--- src/rtl/bsc_pkg.sv ---
package bsc_pkg;

  // ==========================================================================
  // register byte offsets
  localparam logic [7:0] BSC_OFF_RCP = 8'h00;
  localparam logic [7:0] BSC_OFF_BG = 8'h04;
  localparam logic [7:0] BSC_OFF_FG = 8'h08;
  localparam logic [7:0] BSC_OFF_INSTR = 8'h0c;
  localparam logic [7:0] BSC_OFF_DBASE = 8'h10;
  localparam logic [7:0] BSC_OFF_DWORK = 8'h14;

  // ==========================================================================
  // setup_raster_control_pitch fields
  localparam int BSC_F_SOLID = 31;
  localparam int BSC_F_CLIP = 30;
  localparam int BSC_F_SRC_TR = 29;
  localparam int BSC_F_PAT_TR = 28;
  localparam int BSC_F_MASK_A = 27;
  localparam int BSC_F_MASK_RGB = 26;
  localparam int BSC_F_DEPTH_HI = 25;
  localparam int BSC_F_DEPTH_LO = 24;
  localparam int BSC_F_ROP_HI = 23;
  localparam int BSC_F_ROP_LO = 16;
  localparam int BSC_F_PITCH_HI = 15;

  // ==========================================================================
  // instruction control fields
  localparam int BSC_I_SRC_MONO = 0;
  localparam int BSC_I_PAT_MONO = 1;
  localparam int BSC_I_COORD = 2;
  localparam int BSC_I_TILED = 3;
  localparam int BSC_I_KIND_HI = 5;
  localparam int BSC_I_KIND_LO = 4;
  localparam logic [1:0] BSC_KIND_SCANLINE = 2'h0;
  localparam logic [1:0] BSC_KIND_GLYPH = 2'h1;
  localparam logic [1:0] BSC_KIND_SINGLE_PIXEL = 2'h2;

  // ==========================================================================
  // reset values
  localparam logic [31:0] BSC_RST_RCP = 32'h0000_0000;
  localparam logic [31:0] BSC_RST_BG = 32'h0000_0000;
  localparam logic [31:0] BSC_RST_FG = 32'h0000_0000;
  localparam logic [31:0] BSC_RST_INSTR = 32'h0000_0000;

  // ==========================================================================
  // depth codes and decoded depth
  localparam logic [1:0] BSC_DEPTH_8 = 2'h0;
  localparam logic [1:0] BSC_DEPTH_16A = 2'h1;
  localparam logic [1:0] BSC_DEPTH_16B = 2'h2;
  localparam logic [1:0] BSC_DEPTH_32 = 2'h3;

  typedef enum logic [2:0]
  {
    BSC_BPP8 = 3'b001,
    BSC_BPP16 = 3'b010,
    BSC_BPP32 = 3'b100
  } bsc_bpp_t;

  typedef enum logic [1:0]
  {
    BSC_APB_IDLE = 2'b01,
    BSC_APB_ANSWER = 2'b10
  } bsc_apb_st_t;

endpackage

--- src/rtl/bsc_blit_setup.sv ---
// The APB interface to the registers and the register addresses were decided locally.
`timescale 1ns/100ps
// Functional notes
// - mono source zero bit uses background, written
// - mono source zero bit, transparent: no write
// - mono pattern zero bit uses background, written
// - mono pattern transparent zero bit: no write
// - mask enables alpha and rgb at thirty_two_bits_per_pixel
// - depth 00=8, 01/10=16, 11=32 bpp
// - eight-bit code picks source/pattern/dest combination
// - non-coordinate pitch is signed byte count
// - tiled coordinate pitch counts doublewords, 512B aligned
// - linear coordinate pitch is signed bytes
// - pitch added to working address per line
// - one bit enables destination clipping
// - background register expands mono scanline/glyph data
// - background is solid pattern for single pixel
// - colours trimmed to 32/16/8 bits by depth
// - foreground register expands one-valued mono bits
// - solid pattern: pattern bits zero, background used
module bsc_blit_setup
  import bsc_pkg::*;
#(
  parameter int ADDR_W = 29
)
(
  input wire logic pclk, // bus and engine clock
  input wire logic presetn, // asynchronous reset, active low
  input wire logic ce, // clock enable, freezes all state when low
  input wire logic psel, // apb select
  input wire logic penable, // apb access phase
  input wire logic pwrite, // apb direction, high for write
  input wire logic [7:0] paddr, // apb byte address
  input wire logic [31:0] pwdata, // apb write data
  output logic [31:0] prdata, // apb read data
  output logic pready, // apb ready
  output logic pslverr, // apb error on unmapped address
  input wire logic pix_valid, // one pixel of operands present
  input wire logic src_bit, // monochrome source bit
  input wire logic [31:0] src_color, // colour source pixel
  input wire logic pat_bit, // monochrome pattern bit
  input wire logic [31:0] pat_color, // colour pattern pixel
  input wire logic [31:0] dst_data, // current destination pixel
  input wire logic clip_inside, // pixel lies inside clip rectangle
  input wire logic line_done, // pulse, one scan line written
  output logic wr_valid, // result pixel valid, one-cycle pulse
  output logic [31:0] wr_data, // result pixel
  output logic [3:0] wr_be, // destination byte write enables
  output logic pat_fetch_en, // pattern reads needed
  output logic [ADDR_W-1:0] dst_addr // working destination address
);

  // ==========================================================================
  // elaboration check
  if (ADDR_W < 18 || ADDR_W > 32)
  begin
    $error("ADDR_W must lie in 18..32 to hold a doubleword-scaled pitch");
  end

  // ==========================================================================
  // functions
  function automatic bsc_bpp_t depth_decode(input logic [1:0] code);
    bsc_bpp_t r;
    case (code)
      BSC_DEPTH_8: r = BSC_BPP8;
      BSC_DEPTH_16A: r = BSC_BPP16;
      BSC_DEPTH_16B: r = BSC_BPP16;
      BSC_DEPTH_32: r = BSC_BPP32;
      default: r = BSC_BPP8;
    endcase
    return r;
  endfunction

  function automatic logic [31:0] depth_trim(input bsc_bpp_t bpp, input logic [31:0] c);
    logic [31:0] r;
    case (bpp)
      BSC_BPP8: r = {24'h00_0000, c[7:0]};
      BSC_BPP16: r = {16'h0000, c[15:0]};
      BSC_BPP32: r = c;
      default: r = c;
    endcase
    return r;
  endfunction

  // expand a monochrome bit to foreground or background colour
  function automatic logic [31:0] expand(input logic bitv, input logic [31:0] fg, input logic [31:0] bg);
    return bitv ? fg : bg;
  endfunction

  // each result bit is the code bit indexed by {pattern, source, destination}
  function automatic logic [31:0] rop_apply(input logic [7:0] code, input logic [31:0] p,
                                            input logic [31:0] s, input logic [31:0] d);
    logic [31:0] r;
    r = 32'h0000_0000;
    for (int i = 0; i < 32; i++)
    begin
      r[i] = code[{p[i], s[i], d[i]}];
    end
    return r;
  endfunction

  // ==========================================================================
  // registers
  logic [31:0] rcp_q;
  logic [31:0] rcp_d;
  logic [31:0] bg_q;
  logic [31:0] bg_d;
  logic [31:0] fg_q;
  logic [31:0] fg_d;
  logic [31:0] instr_q;
  logic [31:0] instr_d;
  logic [ADDR_W-1:0] addr_q;
  logic [ADDR_W-1:0] addr_d;
  bsc_apb_st_t apb_q;
  bsc_apb_st_t apb_d;
  logic [31:0] prdata_q;
  logic [31:0] prdata_d;
  logic pslverr_q;
  logic pslverr_d;
  logic wr_valid_q;
  logic [31:0] wr_data_q;
  logic [31:0] wr_data_d;
  logic [3:0] wr_be_q;
  logic [3:0] wr_be_d;
  logic pat_fetch_q;

  // ==========================================================================
  // apb decode
  wire logic setup_phase = psel && !penable && (apb_q == BSC_APB_IDLE);
  wire logic commit = psel && penable && (apb_q == BSC_APB_ANSWER);
  wire logic hit_rcp = (paddr == BSC_OFF_RCP);
  wire logic hit_bg = (paddr == BSC_OFF_BG);
  wire logic hit_fg = (paddr == BSC_OFF_FG);
  wire logic hit_instr = (paddr == BSC_OFF_INSTR);
  wire logic hit_dbase = (paddr == BSC_OFF_DBASE);
  wire logic hit_dwork = (paddr == BSC_OFF_DWORK);
  wire logic mapped = hit_rcp || hit_bg || hit_fg || hit_instr || hit_dbase || hit_dwork;
  wire logic wr_ok = commit && pwrite && mapped;

  wire logic [31:0] addr_word = {{(32 - ADDR_W){1'b0}}, addr_q};
  wire logic [31:0] rd_mux =
    hit_rcp ? rcp_q :
    hit_bg ? bg_q :
    hit_fg ? fg_q :
    hit_instr ? instr_q :
    (hit_dbase || hit_dwork) ? addr_word :
    32'h0000_0000;

  assign apb_d = setup_phase ? BSC_APB_ANSWER : (commit ? BSC_APB_IDLE : apb_q);
  assign prdata_d = (setup_phase && !pwrite) ? rd_mux : prdata_q;
  assign pslverr_d = setup_phase && !mapped;

  assign rcp_d = (wr_ok && hit_rcp) ? pwdata : rcp_q;
  assign bg_d = (wr_ok && hit_bg) ? pwdata : bg_q;
  assign fg_d = (wr_ok && hit_fg) ? pwdata : fg_q;
  assign instr_d = (wr_ok && hit_instr) ? pwdata : instr_q;

  // ==========================================================================
  // field decode
  wire logic solid_sel = rcp_q[BSC_F_SOLID];
  wire logic clip_en = rcp_q[BSC_F_CLIP];
  wire logic src_trans = rcp_q[BSC_F_SRC_TR];
  wire logic pat_trans = rcp_q[BSC_F_PAT_TR];
  wire logic mask_alpha = rcp_q[BSC_F_MASK_A];
  wire logic mask_rgb = rcp_q[BSC_F_MASK_RGB];
  wire logic [1:0] depth_code = rcp_q[BSC_F_DEPTH_HI:BSC_F_DEPTH_LO];
  wire logic [7:0] rop_code = rcp_q[BSC_F_ROP_HI:BSC_F_ROP_LO];
  wire logic [15:0] pitch = rcp_q[BSC_F_PITCH_HI:0];
  wire logic src_mono = instr_q[BSC_I_SRC_MONO];
  wire logic pat_mono = instr_q[BSC_I_PAT_MONO];
  wire logic coord_blit = instr_q[BSC_I_COORD];
  wire logic dst_tiled = instr_q[BSC_I_TILED];
  wire logic [1:0] kind = instr_q[BSC_I_KIND_HI:BSC_I_KIND_LO];
  wire bsc_bpp_t bpp = depth_decode(depth_code);

  // ==========================================================================
  // operand selection
  wire logic single_pixel = (kind == BSC_KIND_SINGLE_PIXEL);
  wire logic solid_pat = pat_mono && solid_sel;
  // a solid pattern reads as all zero bits
  wire logic pat_bit_eff = solid_pat ? 1'b0 : pat_bit;
  wire logic [31:0] src_op = src_mono ? expand(src_bit, fg_q, bg_q) : src_color;
  wire logic [31:0] pat_mono_op = expand(pat_bit_eff, fg_q, bg_q);
  wire logic [31:0] pat_any = pat_mono ? pat_mono_op : pat_color;
  wire logic [31:0] pat_op = single_pixel ? bg_q : pat_any;
  // F0 copies the pattern bits; the opcode check is the issuer's job
  wire logic [31:0] rop_out = rop_apply(rop_code, depth_trim(bpp, pat_op),
                                        depth_trim(bpp, src_op), dst_data);

  // ==========================================================================
  // byte write enables
  wire logic [3:0] depth_be =
    (bpp == BSC_BPP8) ? 4'h1 :
    (bpp == BSC_BPP16) ? 4'h3 :
    {mask_alpha, {3{mask_rgb}}};
  // transparency only applies to monochrome operands
  wire logic src_hide = src_mono && src_trans && !src_bit;
  wire logic pat_hide = pat_mono && pat_trans && !pat_bit_eff;
  wire logic clip_hide = clip_en && !clip_inside;
  wire logic pixel_hide = src_hide || pat_hide || clip_hide;

  assign wr_data_d = pix_valid ? rop_out : wr_data_q;
  assign wr_be_d = pix_valid ? (pixel_hide ? 4'h0 : depth_be) : 4'h0;

  // ==========================================================================
  // destination pitch stepping
  // pitch is scaled to doublewords only for coordinate blits on tiled surfaces
  wire logic dword_pitch = coord_blit && dst_tiled;
  wire logic [ADDR_W-1:0] pitch_bytes = {{(ADDR_W - 16){pitch[15]}}, pitch};
  wire logic [ADDR_W-1:0] pitch_dw = {{(ADDR_W - 18){pitch[15]}}, pitch, 2'b00};
  wire logic [ADDR_W-1:0] pitch_step = dword_pitch ? pitch_dw : pitch_bytes;
  // modular add wraps like two's complement, so negative pitch walks downward in memory
  wire logic [ADDR_W-1:0] addr_next = addr_q + pitch_step;
  // a software load of the base wins over a line step in the same cycle
  assign addr_d = (wr_ok && hit_dbase) ? pwdata[ADDR_W-1:0] :
                  (line_done ? addr_next : addr_q);

  wire logic pat_fetch_d = !pat_mono || !solid_sel;

  // ==========================================================================
  // setup register file
  always_ff @(posedge pclk or negedge presetn)
  begin
    if (!presetn)
    begin
      rcp_q <= BSC_RST_RCP;
      bg_q <= BSC_RST_BG;
      fg_q <= BSC_RST_FG;
      instr_q <= BSC_RST_INSTR;
    end
    else if (ce)
    begin
      rcp_q <= rcp_d;
      bg_q <= bg_d;
      fg_q <= fg_d;
      instr_q <= instr_d;
    end
  end

  // ==========================================================================
  // working destination address
  always_ff @(posedge pclk or negedge presetn)
  begin
    if (!presetn)
    begin
      addr_q <= '0;
    end
    else if (ce)
    begin
      addr_q <= addr_d;
    end
  end

  // ==========================================================================
  // apb state
  // ce low stretches the access phase, so pready may stand longer than one cycle
  always_ff @(posedge pclk or negedge presetn)
  begin
    if (!presetn)
    begin
      apb_q <= BSC_APB_IDLE;
    end
    else if (ce)
    begin
      apb_q <= apb_d;
    end
  end

  // ==========================================================================
  // apb response
  // the error flag lives only for the access cycle, like pready
  always_ff @(posedge pclk or negedge presetn)
  begin
    if (!presetn)
    begin
      prdata_q <= 32'h0000_0000;
      pslverr_q <= 1'b0;
    end
    else if (ce)
    begin
      prdata_q <= prdata_d;
      pslverr_q <= pslverr_d;
    end
  end

  // ==========================================================================
  // pixel result
  // hidden pixels still pulse wr_valid so a consumer can count pixels
  always_ff @(posedge pclk or negedge presetn)
  begin
    if (!presetn)
    begin
      wr_valid_q <= 1'b0;
      wr_data_q <= 32'h0000_0000;
      wr_be_q <= 4'h0;
    end
    else if (ce)
    begin
      wr_valid_q <= pix_valid;
      wr_data_q <= wr_data_d;
      wr_be_q <= wr_be_d;
    end
  end

  // ==========================================================================
  // pattern fetch
  always_ff @(posedge pclk or negedge presetn)
  begin
    if (!presetn)
    begin
      pat_fetch_q <= 1'b1;
    end
    else if (ce)
    begin
      pat_fetch_q <= pat_fetch_d;
    end
  end

  // ==========================================================================
  // outputs
  assign prdata = prdata_q;
  // one-hot state: bit 1 is the answer state, so pready is a flop output
  assign pready = apb_q[1];
  assign pslverr = pslverr_q;
  assign wr_valid = wr_valid_q;
  assign wr_data = wr_data_q;
  assign wr_be = wr_be_q;
  assign pat_fetch_en = pat_fetch_q;
  assign dst_addr = addr_q;

endmodule

--- config.mk ---
export PLATFORM = sky130hd
export DESIGN_NAME = bsc_blit_setup
export DESIGN_NICKNAME = d
export VERILOG_FILES = /design/src/rtl/bsc_pkg.sv /design/src/rtl/bsc_blit_setup.sv
export SDC_FILE = /design/constraint.sdc
export NUM_CORES = 1
export LEC_CHECK = 0
export BUFFER_PORTS_ARGS = -buffer_cell sky130_fd_sc_hd__buf_2
export CAP_MARGIN = 20
export CORE_MARGIN = 2
export CORE_UTILIZATION = 52
export CTS_CLUSTER_SIZE = 16
export DETAILED_ROUTE_END_ITERATION = 16
export PLACE_DENSITY_LB_ADDON = 0.15
export SYNTH_ARGS = -nofsm -noshare
export SYNTH_HDL_FRONTEND = slang
export SYNTH_SLANG_ARGS = --single-unit
export TNS_END_PERCENT = 100
--- constraint.sdc ---
create_clock -name pclk -period 3.1 [get_ports pclk]
set_input_delay 0.465 -clock pclk [delete_from_list [all_inputs] [get_ports pclk]]
set_output_delay 0.465 -clock pclk [all_outputs]
set_load 0.01 [all_outputs]
Word-level counts from Yosys, hierarchy flattened --
Cells that the tools add are included. W data, S select, Z words.
Cells by class: add/sub/neg operators 1, multipliers 0, divide/modulo/power cells 0, magnitude comparators 32, eq/ne operators 13, shift operators 0, multiplexer cells 87, bitwise gates (word level) 0, reduce and logical (&&, ||, !) cells 50
Operator list (count):
- $mux W32 | 9
- $lt A3 B4 Y1 const B | 32
- $pmux W32 S2 | 2
- $bmux W1 S3 | 32
- $mux W29 | 3
- $mux W1 | 33
- $add A29 B29 Y29 | 1
- $logic_and A1 B1 Y1 | 20
- $mux W17 | 1
- $eq A8 B4 Y1 const B | 2
- $eq A8 B5 Y1 const B | 2
- $mux W4 | 4
- $reduce_and A2 Y1 | 8
- $logic_or A1 B1 Y1 | 9
- $pmux W3 S3 | 1
- $eq A2 B2 Y1 const B | 4
- $eq A8 B3 Y1 const B | 1
- $logic_not A1 Y1 | 8
- $logic_not A8 Y1 | 1
- $eq A2 B1 Y1 const B | 2
- $mux W2 | 2
- $reduce_bool A2 Y1 | 2
- $eq A3 B1 Y1 const B | 1
- $eq A3 B2 Y1 const B | 1
- other kinds (2) | 2
Storage, ports and cells: register bits after elaboration 230, latch bits 0, RAM bits 0, bits in read-only memories 0, input port bits 147, memories 0

Depth between registers and ports, before layout --
depth after elaboration 10, mapped depth 12, gate-level depth less buffers 11

Worst setup path before layout --
OpenSTA, ideal clock, no wires.
kind reg2reg, from register instr_q[3], to register addr_q[28], in the netlist dst_addr[28], library setup time 125 ps, data arrival time 3108 ps, setup slack -132 ps, stages on the path, launching flop included 13, path buffers 1, cells stage by stage dfrtp_1 -> nand2_1 -> clkbuf_1 -> and2_1 -> ha_1 -> fa_1 -> a211oi_1 -> o211ai_1 -> and4_1 -> a211oi_1 -> a21oi_1 -> a21oi_1 -> mux2_2
Between the ends: cells in the longest elaborated chain, start to end 5
RTL lines:
- start, declared | RTL line bsc_blit_setup.sv:110 | logic [31:0] instr_q;
- start signal, assigned | RTL line bsc_blit_setup.sv:236 | instr_q <= instr_d;
- $logic_and A1 B1 Y1 | RTL line bsc_blit_setup.sv:208 | wire logic dword_pitch = coord_blit && dst_tiled;
- $mux W17 | RTL line bsc_blit_setup.sv:211 | wire logic [ADDR_W-1:0] pitch_step = dword_pitch ? pitch_dw : pitch_bytes;
- $add A29 B29 Y29 | RTL line bsc_blit_setup.sv:213 | wire logic [ADDR_W-1:0] addr_next = addr_q + pitch_step;
- $mux W29 | RTL line bsc_blit_setup.sv:216 | (line_done ? addr_next : addr_q);
- $mux W29 | RTL line bsc_blit_setup.sv:215 | assign addr_d = (wr_ok && hit_dbase) ? pwdata[ADDR_W-1:0] :
- end signal, assigned | RTL line bsc_blit_setup.sv:250 | addr_q <= addr_d;
- end, declared | RTL line bsc_blit_setup.sv:112 | logic [ADDR_W-1:0] addr_q;
No other way between the ends. The select of a mux whose other input is x is not followed. A chain may end at the register's enable or synchronous reset.

Worst setup path after layout --
Same ends and word-level chain as after synthesis.

==> flow_summary.yaml <==
cts:
  clk_latency_ps: 540
  clk_path_buf_depth: 3
  numCtsBuffers: 26
  cts_tree: "yes"
  ctsHtreeMaxLevel: 1
  cts.reportedPaths.clkPinSlew_ps: 60
  root_buffer: "clkbuf_16"
  cts.sinks: 230
logic_synthesis:
  synth-simple-area-share_pct: 9.31
  synth_compound_area_share_pct: 16.6
  synth_top_family_by_area: "multiplexers"
  synth_nets: 1629
  synth-async-reset-ratio_pct: 100
  netlist_instances: 1449
  synth_xor_area_share_pct: 1.28
  syn_area_um2: 15100
  synth_mux_area_share_pct: 28.4
  synth-adder-area-share_pct: 2.79
  yosysSeqAreaShare_pct: 38.2
  ys_ff_latch: 230
  synth_cell_types: 58
  avgSynthCellArea_um2: 10.4
  synth-edff-count: 0
  yosys_warnings: 0
  synth_flop_cell: "dfrtp_1"
route:
  first_pass_iters: 5
  via_count: 12818
  via_per_inst: 6.17
  antenna_left: 0
  routed_wl_mm: 46.3
  drcViolationCount: 0
  first_iter_violations: 1233
  wl_per_cell_um: 22.3
placement:
  dp_hpwl_mm: 33.9
  dp_slack_ps: -57.8
  dp_cells: 2019
  portBuffers: 247
  gp_congestion: 0.969
timing:
  fin_crit_sh_pct: 96.0
  slew_headroom_pct: 57.3
  slew_violations: 0
  setup_viol: 0
  holdWs_ps: 174
  timing.final.crit_period_ps: 2980
  finalHoldViolations: 0
  fin_worst_skew_ps: 9.86
  setup_ws_ps: 124
  tightestPinTransition_ps: 634
  max_freq_mhz: 336
worst_setup_path:
  crit_required_ps: 3530
  path_class: "reg -> reg"
  cp_max_fo: 7
  path_common_cell: "mux2_2"
  ff2ff_path_depth: 12
  cpPeakStageDelay_ps: 390
  crit_slowest_cell: "dfrtp_1"
  end_kind: "flip-flop"
  startpoint_type: "flip-flop"
  worstPathArrival_ps: 3410
  path_cells: "nand2_2 > buf_6 > mux2_2 > ha_1 > buf_4 > o211ai_1 > nor2_1 > and4_1 > a211oi_4 > a21oi_2 > a21oi_1 > mux2_2"
outcome:
  status: "finished clean"
min_path:
  hold_class: "in -> reg"
  holdPathStages: 3
final_layout:
  area_growth_syn_to_layout_pct: 19.4
  final_cells: 2079
  final_nets: 1856
  fillers: 2366
  final_layout_size_suffix_gt1_share_pct: 34.8
global_routing:
  grt_pass1_vias: 12194
  grt_pass1_wl_mm: 71.5
  grt_util_all_layers_pct: 30.2
  antenna_found_initial: 0
  grt_overflow: 0
  grt_max_degree: 71
floorplan:
  die_area_um2: 30300
  die_x_um: 174
  ios: 248
  row_count: 62
  start_util_pct: 52.6
  coreArea_um2: 28600
  die_h_um: 174
power_and_ir_drop:
  peakVddDrop_uv: 392
  power_density_nw_per_um2: 402
  leakagePower_nw: 8.61
flow_run:
  cap_violations: 0
## power by group
group	total [mW]	switching [mW]	internal, mW
sequential	3.20	0.124	3.08
clock	3.07	1.26	1.81
combinational	0.954	0.576	0.378
## routing by layer
layer	up-vias	global-route usage, %	wire length [um]
met4	0	4.34	603
met5	-	0	0
li1	5890	-	-
met2	521	45.2	20400
met3	46	4.66	3720
met1	6361	47.3	21600
## cell families after synthesis
group                    Yosys count
flip-flops                       230
XOR/XNOR                          22
AND/OR/NAND/NOR                  320
buffers and inverters            117
AO/OA/AOI/OAI                    392
adder cells (fa/ha/maj)           33
multiplexers                     335
## worst max-delay path: cells and delay by family (launching register included)
kind / cells / cell delay, ps
buf+inv: 2 / 310
simple gates: 3 / 490
flops: 1 / 390
compound gates: 4 / 680
mux: 2 / 670
fa+ha+maj: 1 / 300
## state kept, by name (all words and copies together), names as in the netlist
| name | cells |
|---|---|
| instr_q | 32 |
| pat_fetch_en | 1 |
| apb_q | 2 |
| dst_addr | 29 |
| wr_valid | 1 |
| bg_q | 32 |
| wr_be | 4 |
| fg_q | 32 |
| rcp_q | 32 |
| prdata | 32 |
| wr_data | 32 |
| pslverr | 1 |
## path summary, 6_finish.rpt
check / slack [ps] / startpoint / endpoint
max reg2reg: 120 / instr_q[3] / dst_addr[28]
min in group asynchronous: 460 / presetn / rcp_q[26]
min: 170 / penable / apb_q[0]
max in group asynchronous: 1810 / presetn / prdata[10]
max: 120 / instr_q[3] / dst_addr[28]
min reg2reg: 470 / wr_data[25] / wr_data[25]
## through the flow
step	setup TNS [ps]	power, mW	util (%)	instance area (um2)
floorplan	0	3.68	-	15100
global route	-12.4	7.49	62.8	18000
finish	0	7.22	62.8	18000
detailed placement	-147	4.18	58.6	16800
global placement	-62.4	4.17	58.6	16800
CTS	0	7.25	61.6	17600
## layout by cell type (no fill, tap or decap), types with 7 or more instances in the layout
cell	count
a211oi_2	8
a21o_1	9
a21oi_1	93
a22o_1	28
a31oi_1	10
and2_1	7
buf_12	7
buf_16	8
buf_2	246
buf_4	48
clkbuf_16	27
dfrtp_1	227
ha_1	30
mux2_2	139
mux2i_1	133
mux4_2	60
nand2_1	167
nand3_1	17
nor2_1	66
nor3_1	9
o211a_1	16
o211ai_1	30
o21a_1	7
o21ai_0	128
o21ai_1	13
o221ai_1	8
o22ai_1	16
or3_1	8
xnor2_1	15
xor2_1	7
## cells in the mapped netlist (all sizes together) (9+ instances only)
library cell  count  share of area [%]
dfrtp           228                 38
nand2           170                4.2
mux2            142                 11
o21ai           141                4.7
mux2i           133                8.8
a21oi            96                3.2
clkbuf           85                2.1
nor2             70                1.8
mux4             60                9.0
ha               32                2.7
o211ai           30                1.5
a22o             28                1.6
buf              28                1.1
nand3            18               0.60
o211a            16                1.1
o22ai            16               0.66
a211oi           15                1.2
xnor2            15               0.87
nor3             13               0.50
a31oi            11               0.50
a21o              9               0.45
## repair_timing
action,4_1_cts,5_1_grt
hold buffers,1,0
setup endpoints to repair,5,9
pin swaps,1,6
setup buffers,0,3
endpoints found under the hold margin,65,0
gates resized for setup,1,17
## layout make-up
class | count | area [um2] | share of cell area [%]
repair buffers | 312 | 1990 | 11.1
multi-input cells | 1102 | 8890 | 49.4
flip-flops and latches | 230 | 5760 | 32.0
clock buffers | 39 | 781 | 4.34
clock inverters | 7 | 67.6 | 0.376
well taps | 384 | 480 | 2.67
diodes | 1 | 2.50 | 0.0139
inverters | 4 | 15.0 | 0.0835
No activity file was read; power rests on OpenSTA's default activity.
